<file path="src/pcstk_pkg.sv">
// Shared constants and types for the program counter and return stack unit
`default_nettype none
package pcstk_pkg;
   // Widths
   localparam int PC_W   = 21;
   localparam int PTR_W  = 5;
   localparam int BYTE_W = 8;
   localparam int UPR_W  = 5;
   // Stack geometry and pointer codes
   localparam int             STACK_DEPTH = 31;
   localparam logic [4:0]     PTR_EMPTY   = 5'h00;
   localparam logic [4:0]     PTR_FULL    = 5'h1f;
   // Values after reset and after an underflow return
   localparam logic [20:0]    PC_RST      = 21'h000000;
   localparam logic [7:0]     LATH_RST    = 8'h00;
   localparam logic [4:0]     LATU_RST    = 5'h00;
   localparam logic [20:0]    UNDERFLOW_PC = 21'h000000;
   // Byte addressing: one instruction word is two bytes
   localparam logic [20:0]    PC_STEP     = 21'h000002;
   localparam logic [20:0]    PC_ALIGN_MASK = 21'h1ffffe;
   // Flash partition
   localparam logic [20:0]    BOOT_BASE   = 21'h000000;
   localparam logic [20:0]    DATA_REGION_SPAN = 21'h0000fe; // Last 127 words, byte offset
   localparam logic [20:0]    LAST_PROG_ADDR_RST = 21'h01ffff;
   // Core sequencer operations
   typedef enum logic [2:0] {
      OP_IDLE   = 3'h0,
      OP_SEQ    = 3'h1,
      OP_JUMP   = 3'h3,
      OP_CALL   = 3'h2,
      OP_IRQ    = 3'h6,
      OP_RETURN = 3'h7,
      OP_PCL_WR = 3'h5
   } pc_op_e;
   // Flash regions
   typedef enum logic [1:0] {
      REG_APP  = 2'h0,
      REG_BOOT = 2'h1,
      REG_DATA = 2'h3
   } region_e;
endpackage
`default_nettype wire

</file>
<file path="src/stack_mem_if.sv">
// Carrier between the stack controller and the stack storage
`default_nettype none
interface stack_mem_if;
   logic        wr_en;
   logic [4:0]  wr_idx;
   logic [20:0] wr_data;
   logic [4:0]  rd_idx;
   logic [20:0] rd_data;
   modport ctrl (output wr_en, output wr_idx, output wr_data, output rd_idx, input rd_data);
   modport mem  (input wr_en, input wr_idx, input wr_data, input rd_idx, output rd_data);
endinterface
`default_nettype wire
</file>
<file path="src/flash_partition.sv">
// Program flash region decode, execute refusal and write protection
`default_nettype none
module flash_partition
   import pcstk_pkg::*;
(
   // Configuration
   input  wire logic [20:0] i_last_prog_addr,
   input  wire logic [20:0] i_boot_last_addr,
   input  wire logic        i_boot_region_enable_n,
   input  wire logic        i_data_region_enable_n,
   input  wire logic        i_app_write_protect,
   input  wire logic        i_boot_write_protect,
   input  wire logic        i_data_region_write_protect,
   // Addresses
   input  wire logic [20:0] i_fetch_addr,
   input  wire logic [20:0] i_write_addr,
   // Results
   output region_e          o_fetch_region,
   output logic             o_fetch_refused,
   output logic             o_write_protected
);
   logic [20:0] data_base;
   region_e     write_region;

   // Region decode shared by fetch and write paths
   function automatic region_e decode(input logic [20:0] a, input logic [20:0] dbase,
                                      input logic [20:0] blast, input logic boot_region_enable_n_n,
                                      input logic data_region_enable_n_n);
      if (!data_region_enable_n_n && (a >= dbase)) begin
         decode = REG_DATA;
      end else if (!boot_region_enable_n_n && (a >= BOOT_BASE) && (a <= blast)) begin
         decode = REG_BOOT;
      end else begin
         decode = REG_APP;
      end
   endfunction

   assign data_base       = i_last_prog_addr - DATA_REGION_SPAN;
   assign o_fetch_region  = decode(i_fetch_addr, data_base, i_boot_last_addr,
                                   i_boot_region_enable_n, i_data_region_enable_n);
   assign write_region    = decode(i_write_addr, data_base, i_boot_last_addr,
                                   i_boot_region_enable_n, i_data_region_enable_n);
   assign o_fetch_refused = (o_fetch_region == REG_DATA);
   // Protection per region
   assign o_write_protected = (write_region == REG_DATA) ? i_data_region_write_protect :
                              (write_region == REG_BOOT) ? i_boot_write_protect :
                                                           i_app_write_protect;
endmodule // flash_partition
`default_nettype wire

</file>
<file path="src/pc_return_stack.sv">
// Program counter, latch registers and 31-level return stack unit
`default_nettype none
module pc_return_stack
   import pcstk_pkg::*;
#(
   parameter logic [20:0] LAST_PROG_ADDR = LAST_PROG_ADDR_RST
) (
   // Clock and resets
   input  wire logic        i_clk,
   input  wire logic        i_rst,
   input  wire logic        i_por,
   // Core sequencer
   input  wire pc_op_e      i_op,
   input  wire logic [20:0] i_target,
   // Software register writes and reads
   input  wire logic        i_pc_low_byte_wr,
   input  wire logic [7:0]  i_pc_low_byte_wdata,
   input  wire logic        i_pc_low_byte_rd,
   input  wire logic        i_pc_high_latch_wr,
   input  wire logic [7:0]  i_pc_high_latch_wdata,
   input  wire logic        i_pc_upper_latch_wr,
   input  wire logic [4:0]  i_pc_upper_latch_wdata,
   input  wire logic        i_stack_top_upper_wr,
   input  wire logic        i_stack_top_high_wr,
   input  wire logic        i_stack_top_low_wr,
   input  wire logic [7:0]  i_stack_top_wdata,
   input  wire logic        i_stack_pointer_reg_wr,
   input  wire logic [4:0]  i_stack_pointer_reg_wdata,
   input  wire logic        i_flag_wr,
   input  wire logic        i_stack_overflow_flag_wdata,
   input  wire logic        i_stack_underflow_flag_wdata,
   input  wire logic        i_nvm_write_error_clr,
   // Configuration
   input  wire logic        i_stack_fault_reset_enable,
   input  wire logic        i_boot_region_enable_n,
   input  wire logic        i_data_region_enable_n,
   input  wire logic [20:0] i_boot_last_addr,
   input  wire logic        i_app_write_protect,
   input  wire logic        i_boot_write_protect,
   input  wire logic        i_data_region_write_protect,
   // Flash write request
   input  wire logic        i_nvm_wr_req,
   input  wire logic [20:0] i_nvm_wr_addr,
   output logic             o_nvm_wr_grant,
   output logic             o_nvm_write_error_flag,
   // Program counter view
   output logic [20:0]      o_pc,
   output logic [7:0]       o_pc_low_byte,
   output logic [7:0]       o_pc_high_latch,
   output logic [4:0]       o_pc_upper_latch,
   output logic             o_fetch_refused,
   // Stack view
   output logic [4:0]       o_stack_top_upper,
   output logic [7:0]       o_stack_top_high,
   output logic [7:0]       o_stack_top_low,
   output logic [4:0]       o_stack_pointer_reg,
   output logic             o_stack_overflow_flag,
   output logic             o_stack_underflow_flag,
   output logic             o_stack_fault_reset
);
   // State
   logic [20:0] pc_ff;
   logic [20:0] nxt_pc;
   logic [7:0]  lath_ff;
   logic [7:0]  nxt_lath;
   logic [4:0]  latu_ff;
   logic [4:0]  nxt_latu;
   logic [4:0]  ptr_ff;
   logic [4:0]  nxt_ptr;
   logic        ovf_ff;
   logic        nxt_ovf;
   logic        unf_ff;
   logic        nxt_unf;
   logic        fault_ff;
   logic        nxt_fault;
   logic        nvm_err_ff;

   // Decoded events
   logic        is_push;
   logic        is_pop;
   logic        stack_full;
   logic        stack_empty;
   logic        overflow_evt;
   logic        underflow_evt;
   logic        tos_wr;
   logic [4:0]  push_idx;
   logic [20:0] push_addr;
   logic [20:0] pc_plus;
   logic [20:0] tos_word;
   logic [20:0] tos_merged;
   logic        nvm_protected;

   stack_mem_if smem ();

   // Stack storage, reached only through the selected index
   return_stack_mem #(
      .DEPTH (STACK_DEPTH)
   ) u_mem (
      .i_clk (i_clk),
      .mem   (smem)
   );

   // Flash partition checks
   flash_partition u_part (
      .i_last_prog_addr            (LAST_PROG_ADDR),
      .i_boot_last_addr            (i_boot_last_addr),
      .i_boot_region_enable_n      (i_boot_region_enable_n),
      .i_data_region_enable_n      (i_data_region_enable_n),
      .i_app_write_protect         (i_app_write_protect),
      .i_boot_write_protect        (i_boot_write_protect),
      .i_data_region_write_protect (i_data_region_write_protect),
      .i_fetch_addr                (pc_ff),
      .i_write_addr                (i_nvm_wr_addr),
      .o_fetch_region              (),
      .o_fetch_refused             (o_fetch_refused),
      .o_write_protected           (nvm_protected)
   );

   // Operation decode
   assign is_push       = (i_op == OP_CALL) || (i_op == OP_IRQ);
   assign is_pop        = (i_op == OP_RETURN);
   assign stack_full    = (ptr_ff == PTR_FULL);
   assign stack_empty   = (ptr_ff == PTR_EMPTY);
   assign overflow_evt  = is_push && stack_full;
   assign underflow_evt = is_pop && stack_empty;
   assign tos_wr        = i_stack_top_upper_wr || i_stack_top_high_wr || i_stack_top_low_wr;
   assign pc_plus       = pc_ff + PC_STEP;

   // Call pushes the next instruction, an interrupt the one it preempted
   assign push_addr = (i_op == OP_CALL) ? pc_plus : pc_ff;
   assign push_idx  = stack_full ? PTR_FULL : ptr_ff + 5'h01;

   // Selected entry as seen by software
   assign tos_word   = smem.rd_data;
   assign tos_merged = {i_stack_top_upper_wr ? i_stack_top_wdata[UPR_W-1:0]
                                             : tos_word[20:16],
                        i_stack_top_high_wr  ? i_stack_top_wdata : tos_word[15:8],
                        i_stack_top_low_wr   ? i_stack_top_wdata : tos_word[7:0]};

   // Storage port: pushes win, software writes only when no push
   assign smem.rd_idx  = ptr_ff;
   assign smem.wr_en   = (is_push && !(overflow_evt && i_stack_fault_reset_enable))
                         || (!is_push && !is_pop && tos_wr && !stack_empty);
   assign smem.wr_idx  = is_push ? push_idx : ptr_ff;
   assign smem.wr_data = is_push ? push_addr : tos_merged;

   // Program counter next value
   always_comb begin
      nxt_pc = pc_ff;
      unique case (i_op)
         OP_IDLE:   nxt_pc = pc_ff;
         OP_SEQ:    nxt_pc = pc_plus;
         OP_JUMP:   nxt_pc = i_target;
         OP_CALL:   nxt_pc = i_target;
         OP_IRQ:    nxt_pc = i_target;
         OP_RETURN: nxt_pc = stack_empty ? UNDERFLOW_PC : tos_word;
         OP_PCL_WR: nxt_pc = {latu_ff, lath_ff, i_pc_low_byte_wdata};
         default:   nxt_pc = pc_ff;
      endcase
      if (i_op == OP_IDLE && i_pc_low_byte_wr) begin
         nxt_pc = {latu_ff, lath_ff, i_pc_low_byte_wdata};
      end
      nxt_pc = nxt_pc & PC_ALIGN_MASK;
   end

   // Latch registers: software writes, low byte read copies; stack ops leave them
   always_comb begin
      nxt_lath = lath_ff;
      nxt_latu = latu_ff;
      if (i_pc_high_latch_wr) begin
         nxt_lath = i_pc_high_latch_wdata;
      end
      if (i_pc_upper_latch_wr) begin
         nxt_latu = i_pc_upper_latch_wdata;
      end
      if (i_pc_low_byte_rd) begin
         nxt_lath = pc_ff[15:8];
         nxt_latu = pc_ff[20:16];
      end
   end

   // Stack pointer
   always_comb begin
      nxt_ptr = ptr_ff;
      if (is_push) begin
         if (!stack_full) begin
            nxt_ptr = ptr_ff + 5'h01;
         end else if (i_stack_fault_reset_enable) begin
            nxt_ptr = PTR_EMPTY;
         end else begin
            nxt_ptr = PTR_FULL;
         end
      end else if (is_pop) begin
         if (!stack_empty) begin
            nxt_ptr = ptr_ff - 5'h01;
         end
      end else if (i_stack_pointer_reg_wr) begin
         nxt_ptr = i_stack_pointer_reg_wdata;
      end
   end

   // Flags: software writes, hardware set wins over a clear
   always_comb begin
      nxt_ovf = ovf_ff;
      nxt_unf = unf_ff;
      if (i_flag_wr) begin
         nxt_ovf = i_stack_overflow_flag_wdata;
         nxt_unf = i_stack_underflow_flag_wdata;
      end
      if (overflow_evt) begin
         nxt_ovf = 1'b1;
      end
      if (underflow_evt) begin
         nxt_unf = 1'b1;
      end
   end

   // Reset request only from hardware faults, never from a software flag write
   assign nxt_fault = i_stack_fault_reset_enable && (overflow_evt || underflow_evt);

   // Counter, latches and pointer: cleared by every reset
   always_ff @(posedge i_clk) begin
      if (i_rst || i_por) begin
         pc_ff    <= PC_RST;
         lath_ff  <= LATH_RST;
         latu_ff  <= LATU_RST;
         ptr_ff   <= PTR_EMPTY;
         fault_ff <= 1'b0;
      end else begin
         pc_ff    <= nxt_pc;
         lath_ff  <= nxt_lath;
         latu_ff  <= nxt_latu;
         ptr_ff   <= nxt_ptr;
         fault_ff <= nxt_fault;
      end
   end

   // Flags survive the device reset, cleared only at power-on
   always_ff @(posedge i_clk) begin
      if (i_por) begin
         ovf_ff <= 1'b0;
         unf_ff <= 1'b0;
      end else begin
         ovf_ff <= nxt_ovf;
         unf_ff <= nxt_unf;
      end
   end

   // Write error flag: set on a refused write, set wins over clear
   always_ff @(posedge i_clk) begin
      if (i_por) begin
         nvm_err_ff <= 1'b0;
      end else if (i_nvm_wr_req && nvm_protected) begin
         nvm_err_ff <= 1'b1;
      end else if (i_nvm_write_error_clr) begin
         nvm_err_ff <= 1'b0;
      end
   end

   // Write grant to the flash engine, withheld for protected locations
   assign o_nvm_wr_grant         = i_nvm_wr_req && !nvm_protected;
   assign o_nvm_write_error_flag = nvm_err_ff;

   // Register views
   assign o_pc                   = pc_ff;
   assign o_pc_low_byte          = pc_ff[7:0];
   assign o_pc_high_latch        = lath_ff;
   assign o_pc_upper_latch       = latu_ff;
   assign o_stack_top_upper      = tos_word[20:16];
   assign o_stack_top_high       = tos_word[15:8];
   assign o_stack_top_low        = tos_word[7:0];
   assign o_stack_pointer_reg    = ptr_ff;
   assign o_stack_overflow_flag  = ovf_ff;
   assign o_stack_underflow_flag = unf_ff;
   assign o_stack_fault_reset    = fault_ff;
endmodule // pc_return_stack
`default_nettype wire

</file>
<file path="src/return_stack_mem.sv">
// Return address storage: entries 1..31, index 0 has no storage
`default_nettype none
module return_stack_mem
   import pcstk_pkg::*;
#(
   parameter int DEPTH = STACK_DEPTH
) (
   // Clock
   input  wire logic  i_clk,
   // Storage port
   stack_mem_if.mem   mem
);
   logic [PC_W-1:0] entry_ff [1:DEPTH];

   // One register per entry, written when its index is selected
   genvar g;
   generate
      for (g = 1; g <= DEPTH; g++) begin : g_entry
         always_ff @(posedge i_clk) begin
            if (mem.wr_en && (mem.wr_idx == PTR_W'(g))) begin
               entry_ff[g] <= mem.wr_data;
            end
         end
      end
   endgenerate

   // Pointer zero reads as zero
   assign mem.rd_data = (mem.rd_idx == PTR_EMPTY) ? '0 : entry_ff[mem.rd_idx];
endmodule // return_stack_mem
`default_nettype wire

</file>
<file path="config.mk">
export PLATFORM = sky130hd
export DESIGN_NAME = pc_return_stack
export DESIGN_NICKNAME = d
export VERILOG_FILES = /design/src/pcstk_pkg.sv /design/src/stack_mem_if.sv /design/src/flash_partition.sv /design/src/pc_return_stack.sv /design/src/return_stack_mem.sv
export SDC_FILE = /design/constraint.sdc
export NUM_CORES = 1
export LEC_CHECK = 0
export BUFFER_PORTS_ARGS = -buffer_cell sky130_fd_sc_hd__buf_2
export CORE_MARGIN = 2
export CORE_UTILIZATION = 65
export CTS_BUF_LIST = sky130_fd_sc_hd__clkbuf_2
export CTS_CLUSTER_DIAMETER = 150
export CTS_CLUSTER_SIZE = 24
export DETAILED_ROUTE_END_ITERATION = 12
export PLACE_DENSITY = 0.83
export SLEW_MARGIN = 20
export SYNTH_ARGS = -nofsm -noshare
export SYNTH_HDL_FRONTEND = slang
export SYNTH_SLANG_ARGS = --single-unit
</file>
<file path="constraint.sdc">
create_clock -name i_clk -period 8.7 [get_ports i_clk]
set_input_delay 0.87 -clock i_clk [delete_from_list [all_inputs] [get_ports i_clk]]
set_output_delay 0.87 -clock i_clk [all_outputs]
set_load 0.03 [all_outputs]
</file>
# Yosys cells after proc, flatten, opt, wreduce, memory -nomap -nowiden

Memories as Yosys holds them, arrays and structs flattened. A register that Yosys moved wholly into a read port is not among the register bits.
Index checks and enable logic that the tools add are counted.

Flip-flop bits (word level): 43
Latch bits: 0
Bits in writable memories: 651
ROM bits: 0
Input bits: 122
Output and inout port bits: 74
Word-level logic and storage cells: 350
Memories: 1

Memories:

| name           | depth | bits a word | rd ports | clocked after Yosys merged registers in | write ports | RTL line               | RTL |
|---|---|---|---|---|---|---|---|
| u_mem.entry_ff | 31    | 21          | 1        | 1                                       | 1           | return_stack_mem.sv:13 | `logic [PC_W-1:0] entry_ff [1:DEPTH];` |

$add $sub $neg: 3
Multiply operators: 0
Div/mod/pow operators: 0
Order comparisons: 6
Equality and inequality tests: 42
Shift-type cells: 0
Muxes and demuxes: 187
Bitwise logic cells: 0
Reduce and logical (&&, ||, !) cells: 102

Operators by type and width:

| cell                                                                                  | count |
|---|---|
| 21-bit two-way mux                                                                    | 35 |
| 21-bit OR reduction                                                                   | 30 |
| 5-bit two-way mux                                                                     | 43 |
| 1-bit two-way mux                                                                     | 102 |
| 5-bit equality test, second input constant                                            | 17 |
| 21-bit one-hot mux with 4 select lines                                                | 1 |
| 1-bit logical AND                                                                     | 48 |
| 21-bit by 1-bit greater-or-equal comparator with 1-bit output, second input constant  | 2 |
| 21-bit by 17-bit greater-or-equal comparator with 1-bit output, second input constant | 2 |
| 21-bit less-or-equal comparator                                                       | 2 |
| 5-bit by 4-bit equality test with 1-bit output, second input constant                 | 8 |
| 8-bit two-way mux                                                                     | 4 |
| 21-bit by 2-bit adder with 21-bit output, second input constant                       | 1 |
| 5-bit by 3-bit equality test with 1-bit output, second input constant                 | 4 |
| 5-bit by 2-bit equality test with 1-bit output, second input constant                 | 2 |
| 2-bit nonzero test                                                                    | 5 |
| 3-bit equality test, second input constant                                            | 3 |
| 1-bit zero test                                                                       | 7 |
| 3-bit by 2-bit equality test with 1-bit output, second input constant                 | 2 |
| 1-bit logical OR                                                                      | 6 |
| 5-bit by 1-bit adder with 5-bit output, second input constant                         | 1 |
| 5-bit by 1-bit equality test with 1-bit output, second input constant                 | 1 |
| 5-bit zero test                                                                       | 1 |
| 5-bit nonzero test                                                                    | 1 |
| other kinds (10)                                                                      | 12 |

# Logic depth before layout (Yosys ltp)

Depth in word-level cells: 41
Gate-level depth with buffers: 12
Gate-level depth less buffers: 11

# Hierarchy

From an unflattened synthesis, not the netlist that was laid out.

Cells, all modules: 2000
Area total of the unflattened synthesis: 31332.6 sq um

By module, submodules not included:

| module           | times used | cells each | area each (sq um) | seq. area each (sq um) |
|---|---|---|---|---|
| return_stack_mem | 1          | 1174       | 25172.9           | 19548.7 |
| pc_return_stack  | 1          | 541        | 3881.2            | 840.8 |
| flash_partition  | 1          | 285        | 2278.4            | 0.0 |

# Least setup slack after synthesis

OpenSTA, ideal clock, no wires.

Path kind: input to register
From: in i_op[0]
To: mem u_mem.entry_ff[10][0] (data pin)
Library setup time: 0.552 ns
Arrival: 3.427 ns
Required time: 8.148 ns
Setup slack: 4.721 ns
Stages on the path: 5
Buffers on the path: 3
Path through: clkbuf_1 > nor2b_1 > clkbuf_1 > buf_1 > o41ai_1

Elaborated cells between the ends (all ways): 192
Classes of those cells: 32 x eq/ne; 91 x mux; 69 x reduce/logical

RTL lines:

| what                                                                                  | RTL line                                       | RTL |
|---|---|---|
| start, declared                                                                       | pc_return_stack.sv:13                          | `input wire pc_op_e i_op,` |
| 3-bit by 2-bit equality test with 1-bit output or 3-bit equality test (tied branches) | pc_return_stack.sv:120, pc_return_stack.sv:130 |  |
| 21-bit two-way mux or 1-bit logical OR (tied branches)                                | pc_return_stack.sv:130, pc_return_stack.sv:120 |  |
| 21-bit two-way mux (*)                                                                | pc_return_stack.sv:145                         | `assign smem.wr_data = is_push ? push_addr : tos_merged;` |
| via smem.wr_data[0]                                                                   | stack_mem_if.sv:6                              | `logic [20:0] wr_data;` |
| 21-bit two-way mux (no source line) (29 in series)                                    | -                                              |  |
| 21-bit two-way mux (no source line) (*)                                               | -                                              |  |
| end, declared                                                                         | return_stack_mem.sv:13                         |  |

The timed path passes the listed nets; every way through them passes the cells marked *.

==> key figures <==
Logic synthesis
  • Fraction of synthesized cell area taken by the top area cell type: 66.32%
  • Synth warn: 0
  • Top-count cell post-synth: sky130_fd_sc_hd__edfxtp_1
  • Most used standard cells in the synthesized netlist: sky130_fd_sc_hd__edfxtp_1, sky130_fd_sc_hd__nor2_1, sky130_fd_sc_hd__mux4_2
  • Post-synth top flop: sky130_fd_sc_hd__edfxtp_1
  • Synth area leader: sky130_fd_sc_hd__edfxtp_1
  • FF+latch count, synth: 698
  • Post-synth EDFFs: 651
  • Total standard cell area after synthesis: 0.02947 mm^2
  • Sequential area share after synthesis: 69.52%
  • Library cells used by synthesis: 64
  • Avg Cell Area, Syn: 16.70 um^2
  • Async set-or-reset flop fraction in the synthesized netlist: 0%
  • Synthesized instance count: 1765
  • Top cells by area, synth: sky130_fd_sc_hd__edfxtp_1, sky130_fd_sc_hd__mux4_2, sky130_fd_sc_hd__mux2i_1

Finish
  • Final Non-Filler Cells: 2538
  • Utilization after layout: 70.17%
  • Fraction of layout instances using a drive strength above 1: 25.68%
  • Post-route standard cell area excluding fillers: 0.03164 mm^2
  • Fill count: 2802
  • Area overhead of the layout relative to synthesis: 7.335%
  • Total Nets Final: 2072
  • Max FFs per register: 651
  • Register with the most flip-flops: u_mem.entry_ff
  • Sequential cell area: 0.02050 mm^2
  • Area of the multi-input gates: 0.008551 mm^2

STA
  • Max-Slew Margin vs Limit: 29.10%
  • Number of max-slew violations in the final report: 0
  • Final WS setup: 2924 ps
  • Number of failing setup endpoints in the final timing report: 0
  • Fin Setup TNS: 0 ps
  • Max Clock Freq: 173.1 MHz
  • Final worst path period share: 66.39%
  • Final min period: 5776 ps
  • Worst Tran Pin Value: 1060 ps
  • Hold violation total from the final report: 0
  • Clk_skew: 143.2 ps
  • WHS: 73.87 ps
  • RSZ-0062 raised after global routing: false

Worst setup path
  • Required @ worst endpoint: 7830 ps
  • Highest-delay cell along the critical path: sky130_fd_sc_hd__buf_4
  • Reg-to-reg startpoint: o_stack_pointer_reg[0]$_SDFFE_PP0P_
  • Most numerous cell on the critical path: sky130_fd_sc_hd__buf_4
  • Category of cells accounting for the largest share of critical-path delay: buffers and inverters
  • Nature of the critical path startpoint: flip-flop
  • Worst-path cell chain: buf_4, mux4_2, mux2i_1, o22ai_1, nor3_1, buf_4, inv_1, buf_2
  • R2R setup slack: 4260 ps
  • Endpoint kind of the worst setup timing path: output port
  • Crit-path max FO: 46
  • Reg2reg end: u_mem.entry_ff[5][4]$_DFFE_PP_
  • Endpoint arrival time on the critical path: 4910 ps
  • Delay of the slowest cell on the worst path: 790 ps
  • FF-to-FF path depth: 10
  • Category of the most critical setup path: flip-flop to output port
  • CP Buf/Inv Count: 4

Status
  • Result of the run: finished clean

Route
  • Drt initial violations: 2445
  • Vias post-DR: 17102
  • Antenna viol nets, final: 0
  • Via/cell ratio: 6.738
  • Detailed route wirelength on metal2: 34440 um
  • Routed wirelength normalized by instance count: 27.41 um
  • Total detailed-routing wirelength: 69580 um
  • Detailed-route DRC error count: 0
  • DRT met1 WL: 26030 um
  • DRT Pass-1 Iters: 6
  • Routed wl met3: 6553 um
  • DR top layer: met4

Hold path
  • Number of stages on the worst hold path: 3
  • Start point of the worst min-delay path: i_pc_low_byte_wdata[4]
  • Worst Hold Endpoint: o_pc[4]$_SDFFE_PP0P_
  • Type of the tightest min-delay check: input pin to flip-flop

Clock tree
  • H-tree levels: 2
  • Clock tree sinks: 698
  • CTS clk-pin slew, worst paths: 490 ps
  • Inserted Clock Buffers: 35
  • Clock root buffer master: sky130_fd_sc_hd__clkbuf_2
  • TritonCTS clock tree: built
  • Clock insertion delay at the later pin of the skew report: 1090 ps
  • Setup fix buffers added after clock tree synthesis: 0
  • Clock Path Buffers: 3

Floorplanning
  • Number of top-level design ports: 196
  • Chip height: 216.9 um
  • Starting density of the core: 65.37%
  • Die width: 216.9 um
  • Site row count: 78
  • Die ar.: 0.04707 mm^2
  • Core area: 0.04509 mm^2

Flow run
  • Max capacitance violation total: 0

Placed design
  • Instance area at placement: 0.03120 mm^2
  • Detailed placement HPWL: 44150 um
  • Place WS: 4053 ps
  • Final GP Congestion: 0.9083
  • Cell total after placement: 2482
  • Port Buffers: 191

GRT
  • Via count of the first global-routing pass: 16922
  • Initial antenna violation count: 1
  • Largest net degree at the start of global routing: 151
  • Remaining global-route overflow: 0
  • Global-route usage over all layers: 29.47%
  • Global-route wire length before repair: 102400 um

Power and ir drop
  • Power per cell area: 174.8 mW/mm^2
  • IR Drop Worst-Case VDD: 0.09058 mV
  • Leakage power total: 10.31 nW
  • Total power: 5.530 mW
## logic make-up (layout without fill, tap and decap cells)
kind of cell             Yosys count  after routing  synth area share [%]
adder cells (fa/ha/maj)           27             27                 1.146
AND/OR/NAND/NOR                  335            335                 5.340
flip-flops                       698            698                 69.52
multiplexers                     248            248                 14.82
buffers and inverters            173            342                 2.645
other                              1              5               0.01272
AO/OA/AOI/OAI                    248            248                 5.485
XOR/XNOR                          35             35                 1.040
## worst min-delay path, delay by kind of cell
kind	cells	cell delay, ps
AO/OA/AOI/OAI	2	190
buffers and inverters	1	110
## report_power, final
group          leakage, nW  internal, mW  total (mW)  switching, mW
logic                 3.83         0.218       0.669          0.450
clock network        0.211         0.145        1.05          0.902
registers             6.27          3.78        3.81         0.0348
total                 10.3          4.14        5.53           1.39
## routing by layer
metal / track usage, % / up-vias
li1: - / 7284
met2: 49.54 / 1072
met5: 0 / -
met3: 3.885 / 163
met4: 10.84 / 0
met1: 40.23 / 8583
## layout by cell type, fill, tap and decap left out, drive strengths merged, types with 10 or more instances in the layout
master,instances
edfxtp,651
buf,236
nor2,165
mux4,149
mux2i,98
a21oi,82
inv,54
nand2,47
clkbuf,47
dfxtp,47
o22ai,35
o21ai,30
a211oi,29
ha,27
nor3,26
nand3,21
nand3b,20
xor2,18
xnor2,17
nand4,13
a222oi,10
## worst max-delay path by stage
| stage | start | to | slack (ps) | cells after the start |
|---|---|---|---|---|
| after floorplan | i_op[0] | u_mem.entry_ff[10][0]$_DFFE_PP_ | 4720 | 5 |
| after global placement | flip-flop | o_stack_top_upper[0] | 4070 | 7 |
| after detailed placement | flip-flop | o_stack_top_upper[0] | 4050 | 7 |
| after CTS | flip-flop | o_stack_top_upper[0] | 2790 | 7 |
| after global routing | flip-flop | o_stack_top_low[3] | 2610 | 8 |
| final | flip-flop | o_stack_top_low[3] | 2920 | 8 |
## what timing repair did
| action | 4_1_cts | 5_1_grt |
|---|---|---|
| hold buffers | 3 | 1 |
| hold endpoints to repair | 3 | 2 |
| resized for setup | 0 | 0 |
## area by class of cell
type / instances / share of cell area, %
flip-flops and latches: 698 / 64.80
clock buffers: 47 / 0.7435
multi-input cells: 895 / 27.03
inverters: 53 / 0.6288
repair buffers: 240 / 4.295
diodes: 3 / 0.02373
well taps: 600 / 2.373
clock inverters: 2 / 0.1068
Note: power is estimated with default switching activity, not from simulation.
